## src/core/dmc_map.svh

```systemverilog
// Offsets, field positions, reset values and timing counts of the mute/attenuation control.
// Assumes inclusion by bare name; holds definitions only.
`ifndef DMC_MAP_SVH
`define DMC_MAP_SVH
`define DMC_CTRL_OFS 8'h00
`define DMC_ATT_OFS 8'h04
`define DMC_STAT_OFS 8'h08
`define DMC_CB_SMUTE 0
`define DMC_CB_FMUTE 1
`define DMC_CB_FPOL 2
`define DMC_CB_ZMUTE 3
`define DMC_CB_RESYNC 4
`define DMC_CB_SIGN 5
`define DMC_CB_BOOST 6
`define DMC_CB_BLEVEL 7
`define DMC_CB_MCLK 8
`define DMC_CB_PAGE 9
`define DMC_CTRL_RST 10'h004
`define DMC_ATT_RST 10'h3ff
`define DMC_ATT_W 10
`define DMC_RAMP_STEP 10'h001
`define DMC_BITS_PER_WORD 6'h30
`define DMC_SAMPLE_BITS 6'h18
`define DMC_ZERO_LSB 4
`define DMC_ZERO_MS 300
`define DMC_CLK_KHZ 40000
`endif

```

## src/core/dmc_pkg.sv

```systemverilog
// Types shared by the mute/attenuation control.
// Assumes the constant header is compiled alongside.
package dmc_pkg;
  typedef enum logic [1:0] {SYNC_WAIT, SYNC_LOCKED, SYNC_LOST} dmc_sync_t;
  typedef logic signed [23:0] dmc_sample_t;
endpackage : dmc_pkg

```

## src/core/dmc_top.sv

```systemverilog
// Input mute, zero detect, attenuation ramp and word clock sync of a 1-bit DAC front end.
// Assumes an AHB-Lite master on i_clk_sys and serial audio pins from another clock domain.
// What this block does
// - 48 bit clocks per word, MSB first, high=left
// - Upper bits constant for 300ms means zero
// - Left and right zero detection run separately
// - Mute flags on zero, system mute, soft mute bit
// - Flag polarity chosen by polarity bit
// - Ramp heads to newest target from current level
// - Soft mute on zero attenuation, bit or pin
// - Forced mute holds PWM outputs low
// - Zero mute enable plus both zeros forces mute
// - Framing aligns to word fall during reset
// - Frequency change loses sync until resync
// - Sync-ignore bit keeps playing through sync loss
// - Bass boost with mid and max levels
// - DAC speed from crystal and clock select
//
// Local design decisions: the address map and the AHB-Lite interface to the registers.
`include "dmc_map.svh"
`timescale 1ns/1ps
`default_nettype none
module dmc_top import dmc_pkg::*; #(
  parameter int P_ZERO_CYCLES = `DMC_ZERO_MS * `DMC_CLK_KHZ
) (
  input wire logic i_clk_sys,
  input wire logic i_rst,
  input wire logic i_hsel,
  input wire logic [31:0] i_haddr,
  input wire logic [1:0] i_htrans,
  input wire logic i_hwrite,
  input wire logic [2:0] i_hsize,
  input wire logic [31:0] i_hwdata,
  input wire logic i_hready,
  output logic [31:0] o_hrdata,
  output logic o_hreadyout,
  output logic o_hresp,
  input wire logic i_word_clock_in,
  input wire logic i_bit_clock_in,
  input wire logic i_sample_data_in,
  input wire logic i_emphasis_in,
  input wire logic i_system_mute_input,
  input wire logic i_crystal_select_pin,
  output logic o_left_mute_flag,
  output logic o_right_mute_flag,
  output logic o_pwm_left,
  output logic o_pwm_right,
  output logic o_emphasis_out,
  output logic o_dac_double_speed,
  output logic o_synced
);
  // Register file
  logic [9:0] ctrl;
  logic [`DMC_ATT_W-1:0] att;
  logic wr_pend;
  logic [7:0] wr_addr;
  wire addr_ok = i_hsel && i_htrans[1] && i_hready;
  wire [7:0] a_ofs = i_haddr[7:0];
  wire smute_bit = ctrl[`DMC_CB_SMUTE];
  wire fmute_bit = ctrl[`DMC_CB_FMUTE];
  wire fpol_bit = ctrl[`DMC_CB_FPOL];
  wire zmute_bit = ctrl[`DMC_CB_ZMUTE];
  wire resync_bit = ctrl[`DMC_CB_RESYNC];
  wire sign_bit = ctrl[`DMC_CB_SIGN];
  wire wr_ctrl = wr_pend && (wr_addr == `DMC_CTRL_OFS);
  wire wr_att = wr_pend && (wr_addr == `DMC_ATT_OFS);
  wire page_ok = i_hwdata[`DMC_CB_PAGE];
  // Guarded fields only change when the page bit rides in the same write
  wire [9:0] guard_mask = (10'h001 << `DMC_CB_FMUTE) | (10'h001 << `DMC_CB_RESYNC);
  wire [9:0] next_ctrl = page_ok ? i_hwdata[9:0] :
                         ((i_hwdata[9:0] & ~guard_mask) | (ctrl & guard_mask));

  // Pin synchronisers: word, bit, data, emphasis, system mute, crystal
  logic [5:0] s1, s2, s3, pin;
  logic [5:0] pin_q;
  wire [5:0] pin_raw = {i_crystal_select_pin, i_system_mute_input, i_emphasis_in,
                        i_sample_data_in, i_bit_clock_in, i_word_clock_in};
  wire [5:0] agree = ~(s2 ^ s3);
  wire [5:0] next_pin = (agree & s2) | (~agree & pin);
  always_ff @(posedge i_clk_sys) begin
    s1 <= pin_raw;
    s2 <= s1;
    s3 <= s2;
    pin <= next_pin;
    pin_q <= pin;
  end
  wire wc_rise = pin[0] & ~pin_q[0];
  wire wc_fall = ~pin[0] & pin_q[0];
  wire bc_rise = pin[1] & ~pin_q[1];
  wire system_mute_input = pin[4];
  wire xtal768 = pin[5];

  // Bus data phase and register writes
  wire [31:0] stat_word;
  wire [31:0] rd_mux = (a_ofs == `DMC_CTRL_OFS) ? {22'h000000, ctrl} :
                       (a_ofs == `DMC_ATT_OFS) ? {22'h000000, att} :
                       (a_ofs == `DMC_STAT_OFS) ? stat_word : 32'h00000000;
  always_ff @(posedge i_clk_sys) begin
    if (i_rst) begin
      ctrl <= `DMC_CTRL_RST;
      att <= `DMC_ATT_RST;
      wr_pend <= 1'b0;
      wr_addr <= 8'h00;
      o_hrdata <= 32'h00000000;
      o_hreadyout <= 1'b1;
      o_hresp <= 1'b0;
    end else begin
      wr_pend <= addr_ok && i_hwrite;
      if (addr_ok) begin
        wr_addr <= a_ofs;
        o_hrdata <= i_hwrite ? 32'h00000000 : rd_mux;
      end
      if (wr_ctrl) ctrl <= next_ctrl;
      if (wr_att) att <= i_hwdata[`DMC_ATT_W-1:0];
    end
  end

  // Framing: align window is reset or the resync bit
  dmc_sync_t sync_st;
  logic win_q;
  logic [5:0] half_cnt, per_bits;
  logic [15:0] per_cyc, per_ref;
  logic [23:0] shreg;
  dmc_sample_t smp [2];
  logic samp_stb;
  wire align_win = i_rst || resync_bit;
  wire [15:0] per_tol = per_ref >> 3;
  wire per_bad = (per_cyc > per_ref + per_tol) || (per_cyc + per_tol < per_ref);
  wire frame_bad = (per_bits != `DMC_BITS_PER_WORD) || per_bad;
  always_ff @(posedge i_clk_sys) begin
    win_q <= align_win;
    samp_stb <= 1'b0;
    // Reset wins over a stale or unknown state so framing can lock inside reset
    if (align_win && !win_q) begin
      sync_st <= SYNC_WAIT;
    end else if (i_rst) begin
      case (sync_st)
        SYNC_LOCKED: sync_st <= SYNC_LOCKED;
        default: sync_st <= SYNC_WAIT;
      endcase
    end
    if (bc_rise) begin
      per_bits <= per_bits + 6'h01;
      if (half_cnt < `DMC_SAMPLE_BITS) begin
        shreg <= {shreg[22:0], pin[2]};
        half_cnt <= half_cnt + 6'h01;
      end
    end
    if (wc_rise || wc_fall) half_cnt <= 6'h00;
    if (!i_rst && per_cyc != 16'hffff) per_cyc <= per_cyc + 16'h0001;
    if (wc_rise && sync_st != SYNC_WAIT) begin
      smp[1] <= shreg;
      samp_stb <= 1'b1;
    end
    if (wc_fall) begin
      per_bits <= 6'h00;
      per_cyc <= 16'h0000;
      smp[0] <= shreg;
      if (align_win && sync_st == SYNC_WAIT) begin
        sync_st <= SYNC_LOCKED;
        per_ref <= 16'h0000;
      end else if (sync_st == SYNC_LOCKED) begin
        if (per_ref == 16'h0000) per_ref <= per_cyc;
        else if (frame_bad && !sign_bit) sync_st <= SYNC_LOST;
      end
    end
    // Clear samples so the gain path and bass filter never start unknown
    if (i_rst) begin
      smp[0] <= 24'h000000;
      smp[1] <= 24'h000000;
    end
  end
  wire play_ok = (sync_st == SYNC_LOCKED);

  // Zero detection per channel
  logic [1:0] zero;
  logic [23:0] zcnt [2];
  logic [1:0] smp_zero;
  always_comb begin
    for (int c = 0; c < 2; c++) begin
      smp_zero[c] = (&smp[c][23:`DMC_ZERO_LSB]) | ~(|smp[c][23:`DMC_ZERO_LSB]);
    end
  end
  always_ff @(posedge i_clk_sys) begin
    for (int c = 0; c < 2; c++) begin
      if (i_rst || (samp_stb && !smp_zero[c])) begin
        zcnt[c] <= 24'h000000;
        zero[c] <= 1'b0;
      end else if (zcnt[c] >= P_ZERO_CYCLES[23:0] - 24'h000001) begin
        zero[c] <= 1'b1;
      end else begin
        zcnt[c] <= zcnt[c] + 24'h000001;
      end
    end
  end

  // Mute decisions
  wire soft_mute = (att == 10'h000) || smute_bit || system_mute_input;
  wire zero_fmute = zmute_bit && (&zero);
  wire hard_mute = fmute_bit || zero_fmute || !play_ok;
  wire [9:0] tgt = soft_mute ? 10'h000 : att;
  wire [1:0] flag_act = zero | {2{system_mute_input | smute_bit}};

  // Attenuation ramp, one step per stereo sample
  logic [9:0] level;
  wire [9:0] gap_up = tgt - level;
  wire [9:0] gap_dn = level - tgt;
  wire [9:0] next_level = (tgt > level) ? ((gap_up < `DMC_RAMP_STEP) ? tgt : level + `DMC_RAMP_STEP) :
                          ((gap_dn < `DMC_RAMP_STEP) ? tgt : level - `DMC_RAMP_STEP);
  always_ff @(posedge i_clk_sys) begin
    if (i_rst) level <= 10'h000;
    else if (samp_stb) level <= next_level;
  end

  // Gain, bass boost and first-order modulator per channel
  logic signed [23:0] lp [2];
  logic signed [23:0] y [2];
  logic [24:0] acc [2];
  logic [1:0] bits;
  logic signed [34:0] prod [2];
  logic signed [25:0] boosted [2];
  wire boost_on = ctrl[`DMC_CB_BOOST];
  wire boost_max = ctrl[`DMC_CB_BLEVEL];
  always_comb begin
    for (int c = 0; c < 2; c++) begin
      prod[c] = smp[c] * $signed({25'h0000000, level});
      boosted[c] = 26'($signed(prod[c][33:10])) + (!boost_on ? 26'h0000000 :
                   boost_max ? 26'(lp[c] >>> 1) : 26'(lp[c] >>> 2));
    end
  end
  always_ff @(posedge i_clk_sys) begin
    for (int c = 0; c < 2; c++) begin
      if (i_rst) begin
        lp[c] <= 24'h000000;
        y[c] <= 24'h000000;
        acc[c] <= 25'h0000000;
        bits[c] <= 1'b0;
      end else begin
        if (samp_stb) begin
          lp[c] <= lp[c] + (($signed(prod[c][33:10]) - lp[c]) >>> 4);
          // Saturate rather than wrap when boost overshoots
          y[c] <= (boosted[c] > 26'sh07fffff) ? 24'h7fffff :
                  (boosted[c] < -26'sh0800000) ? 24'h800000 : boosted[c][23:0];
        end
        if (hard_mute) begin
          acc[c] <= 25'h0000000;
          bits[c] <= 1'b0;
        end else begin
          acc[c] <= {1'b0, acc[c][23:0]} + {1'b0, ~y[c][23], y[c][22:0]};
          bits[c] <= acc[c][24];
        end
      end
    end
  end

  // Registered outputs
  always_ff @(posedge i_clk_sys) begin
    if (i_rst) begin
      o_left_mute_flag <= ~fpol_bit;
      o_right_mute_flag <= ~fpol_bit;
      o_pwm_left <= 1'b0;
      o_pwm_right <= 1'b0;
      o_emphasis_out <= 1'b0;
      o_dac_double_speed <= 1'b0;
      o_synced <= 1'b0;
    end else begin
      o_left_mute_flag <= flag_act[0] ~^ fpol_bit;
      o_right_mute_flag <= flag_act[1] ~^ fpol_bit;
      o_pwm_left <= bits[0] & ~hard_mute;
      o_pwm_right <= bits[1] & ~hard_mute;
      o_emphasis_out <= pin[3];
      o_dac_double_speed <= xtal768 && !ctrl[`DMC_CB_MCLK];
      o_synced <= play_ok;
    end
  end
  assign stat_word = {16'h0000, level, o_dac_double_speed, sync_st, hard_mute, zero};
endmodule : dmc_top
`default_nettype wire

```

## config.mk

```make
export PLATFORM = sky130hd
export DESIGN_NAME = dmc_top
export DESIGN_NICKNAME = d
export VERILOG_FILES = /design/src/core/dmc_pkg.sv /design/src/core/dmc_top.sv
export VERILOG_INCLUDE_DIRS = /design/src /design/src/core
export SDC_FILE = /design/constraint.sdc
export NUM_CORES = 2
export LEC_CHECK = 0
export ABC_AREA = 1
export BUFFER_PORTS_ARGS = -buffer_cell sky130_fd_sc_hd__buf_2
export CAP_MARGIN = 0
export CORE_MARGIN = 2
export CORE_UTILIZATION = 60
export CTS_CLUSTER_DIAMETER = 50
export DETAILED_ROUTE_END_ITERATION = 8
export GPL_ROUTABILITY_DRIVEN = 0
export GPL_TIMING_DRIVEN = 0
export PLACE_DENSITY = 0.85
export REMOVE_ABC_BUFFERS = 1
export SYNTH_ARGS = -nofsm -noshare
export SYNTH_HDL_FRONTEND = slang
export SYNTH_SLANG_ARGS = --single-unit
```

## constraint.sdc

```tcl
create_clock -name i_clk_sys -period 9.9 [get_ports i_clk_sys]
set_input_delay 1.485 -clock i_clk_sys [delete_from_list [all_inputs] [get_ports i_clk_sys]]
set_output_delay 1.485 -clock i_clk_sys [all_outputs]
set_load 0.01 [all_outputs]
```

==> impl_metrics.ini <==
[min_path]
holdPathStages = 0
hold_class = reg2reg
min_to = s2[0]
worstHoldStart = s1[0]

[sta]
slew_headroom = 0.1351
finalCritPeriodShare = 0.9401
rsz0062_at_grt = no
worst_slack_ns = 0.5926
fin_skew_ns = 0.02030
maxSlewViolCount = 0
post-route-min-period_ns = 9.307
hold_viol_final = 0
finalSetupViolCount = 0
worst_pin_slew_ns = 1.293
fin_tns_setup_ns = 0
max_freq_mhz = 107.4

[worst_setup_path]
cp_slowest_cell = dfxtp_1
cp_data_required_time_ns = 10.38
cp_common_cell = inv_1
reg2reg_depth = 37
slowest_delay_ns = 0.76
startpoint_type = flop
reg2reg_from = smp[0][11]
worst-endpoint-arrival_ns = 9.79
critical_path_class = reg2reg
rr_endpoint = lp[0][22]
cp_max_fo = 13
r2r_slack_ns = 0.59
endpoint_kind = flop

[yosys]
ys_async_sr_fraction = 0
synth_cell_types = 62
synth_area_leader_cell = fa_1
synth_edf_count = 240
synth_area_leaders = fa_1 (18%), edfxtp_1 (16%), ha_1 (11%)
syn_inst = 5996
seq_area_frac_synth = 0.2294
ys.flop_type = edfxtp_1
synth_most_common_cell = nand2_1
synth_common_cells = nand2_1 (1251), inv_1 (1186), a21oi_1 (514)
synth_top_area_share = 0.1827
ys_seq_elements = 406
yosys_warnings = 0
syn-mean-instance-area_sq_um = 7.655
syn_area_sq_um = 45900

[outcome]
run_status = finished, final reports clean

[routing]
wl_per_cell_microns = 15.95
first_pass_iters = 8
route.detailed.drc = 0
drt_iter0_markers = 3342
drt-met1-wl_microns = 44260
wl_met2_microns = 53450
avgViaCountPerCell = 5.653
wl_met3_microns = 8903
antenna_left = 0
top_layer_used = met4
routed_wl_microns = 111900
via_count = 39650

[global_routing]
antenna_found_initial = 0
overflow = 0
grt_pass1_vias = 40260
grt_pass1_wl_microns = 189500
grt_max_degree = 58
grtUsageTotal = 0.2907

[clock_network]
tritoncts = done
numClockSinks = 406
htree_num_levels = 2
cts.clk_slew.worst_paths_ns = 0.06
numCtsBuffers = 57
ctsHoldBuffers = 0
clock_latency_ns = 0.63
cts.path.max_buffers = 3
cts_root_buffer = clkbuf_16

[final_layout]
drive_above_1_share = 0.04275
fill_cells = 6061
multiInputGateArea_sq_um = 30250
layout.nets = 6905
syn_to_final_growth_pct = 7.248
ff_latch_area_sq_um = 10560
diodes = 0

[pwr]
p_sw_frac = 0.3613
power_switching_mw = 2.163
leakage_nw = 26.07
pwr-share-seq = 0.349
combPwrFrac = 0.290
ir_drop_mv = 0.1456
power_density_nw_per_um2 = 121.6
clkPwrFrac = 0.361
p_int_mw = 3.825
power.total_mw = 5.988

[floorplan]
num_rows = 101
initial_utilization = 0.6054
pin_count = 121
die-area_sq_um = 78730
die_x_microns = 280.6
core_sq_um = 75820
die_h_microns = 280.6

[placement]
port_buffers = 52
place_hpwl_microns = 85250
post-place-ws_ns = 0.4338

[run]
max_cap_viol_count = 0
## area by class of cell
type,count,share of cell area
Multi-Input combinational cell,4253,0.6144
Timing Repair Buffer,74,0.01357
Tap cell,978,0.02486
Clock buffer,71,0.03131
Clock inverter,37,0.01034
Sequential cell,406,0.2145
Inverter,1194,0.09104
## power groups by stage
stage / Combinational (mW) / Sequential (mW) / Clock (mW)
CTS: 1.70 / 2.08 / 2.19
detailed placement: 1.68 / 2.11 / 0
floorplan: 1.26 / 2.05 / 0
global placement: 1.56 / 2.14 / 0
finish: 1.73 / 2.09 / 2.16
global route: 1.97 / 2.10 / 2.26
## state kept, by name, summed over array words and instances, names as in the netlist, 10 cells and up, named ones only
register,flops
acc,50
lp,48
smp,48
y,48
zcnt,48
shreg,24
o_hrdata,16
per_cyc,16
per_ref,16
att,10
ctrl,10
level,10
## worst max-delay path by stage
stage / startpoint / to / slack, ns / cells after the start
finish: smp[0][11] / lp[0][22] / 0.59 / 37
global route: smp[0][11] / lp[0][22] / 0.002 / 38
CTS: level[7] / lp[0][22] / 0.37 / 38
detailed placement: level[7] / lp[0][22] / 0.43 / 38
global placement: level[7] / lp[0][22] / -0.82 / 37
floorplan: level[7] / lp[0][22] / 1.24 / 37
## through the flow
step                instances  utilization  area (sq um)  hold WS [ns]
floorplan                5853            -         45220        0.3096
global placement         6883       0.6159         46700        0.3112
detailed placement       6903       0.6217         47140        0.3121
CTS                      7011       0.6488         49190        0.3253
global route             7013       0.6493         49230        0.3393
finish                   7013       0.6493         49230        0.3248
## worst max-delay path, delay by kind of cell (launching register included)
kind / cells / cell delay [ns]
compound gates: 11 / 2.29
xor+xnor: 1 / 0.16
flops: 1 / 0.76
buf+inv: 7 / 0.56
simple gates: 10 / 1.65
fa+ha+maj: 8 / 3.75
## layout by cell type (no fill, tap or decap), types with 18 or more instances in the layout
cell type,instances
nand2_1,1250
inv_1,1185
a21oi_1,513
nor2_1,436
ha_1,420
fa_1,419
o21ai_0,285
edfxtp_1,240
nand3_1,174
dfxtp_1,154
xor2_1,144
xnor2_1,75
nor3_1,72
conb_1,68
clkbuf_16,59
nand4_1,55
buf_2,52
o211ai_1,37
nor4_1,36
o21a_1,28
o21bai_1,27
nand2_2,24
a31oi_1,20
o21ai_1,19
or2_2,19
o221ai_1,18
nor3b_1,18
## kinds of logic after synthesis
logic type,synth area share
simple gates,0.1926
fa+ha+maj,0.2972
other cells,0.0001636
flops,0.2294
xor+xnor,0.04179
compound gates,0.1209
buf+inv,0.1179
## timing repair
item	4_1_cts	5_1_grt
setup endpoints to repair	0	3
buffers inserted	0	2
gates resized for setup	0	7
## per-layer routing
metal  up-vias  GRT usage
met4         0     0.1397
met1     18620     0.3628
met2      1677     0.4971
li1      18950          -
met3       393    0.03964
met5         -          0
No activity file was read; power rests on OpenSTA's default activity.
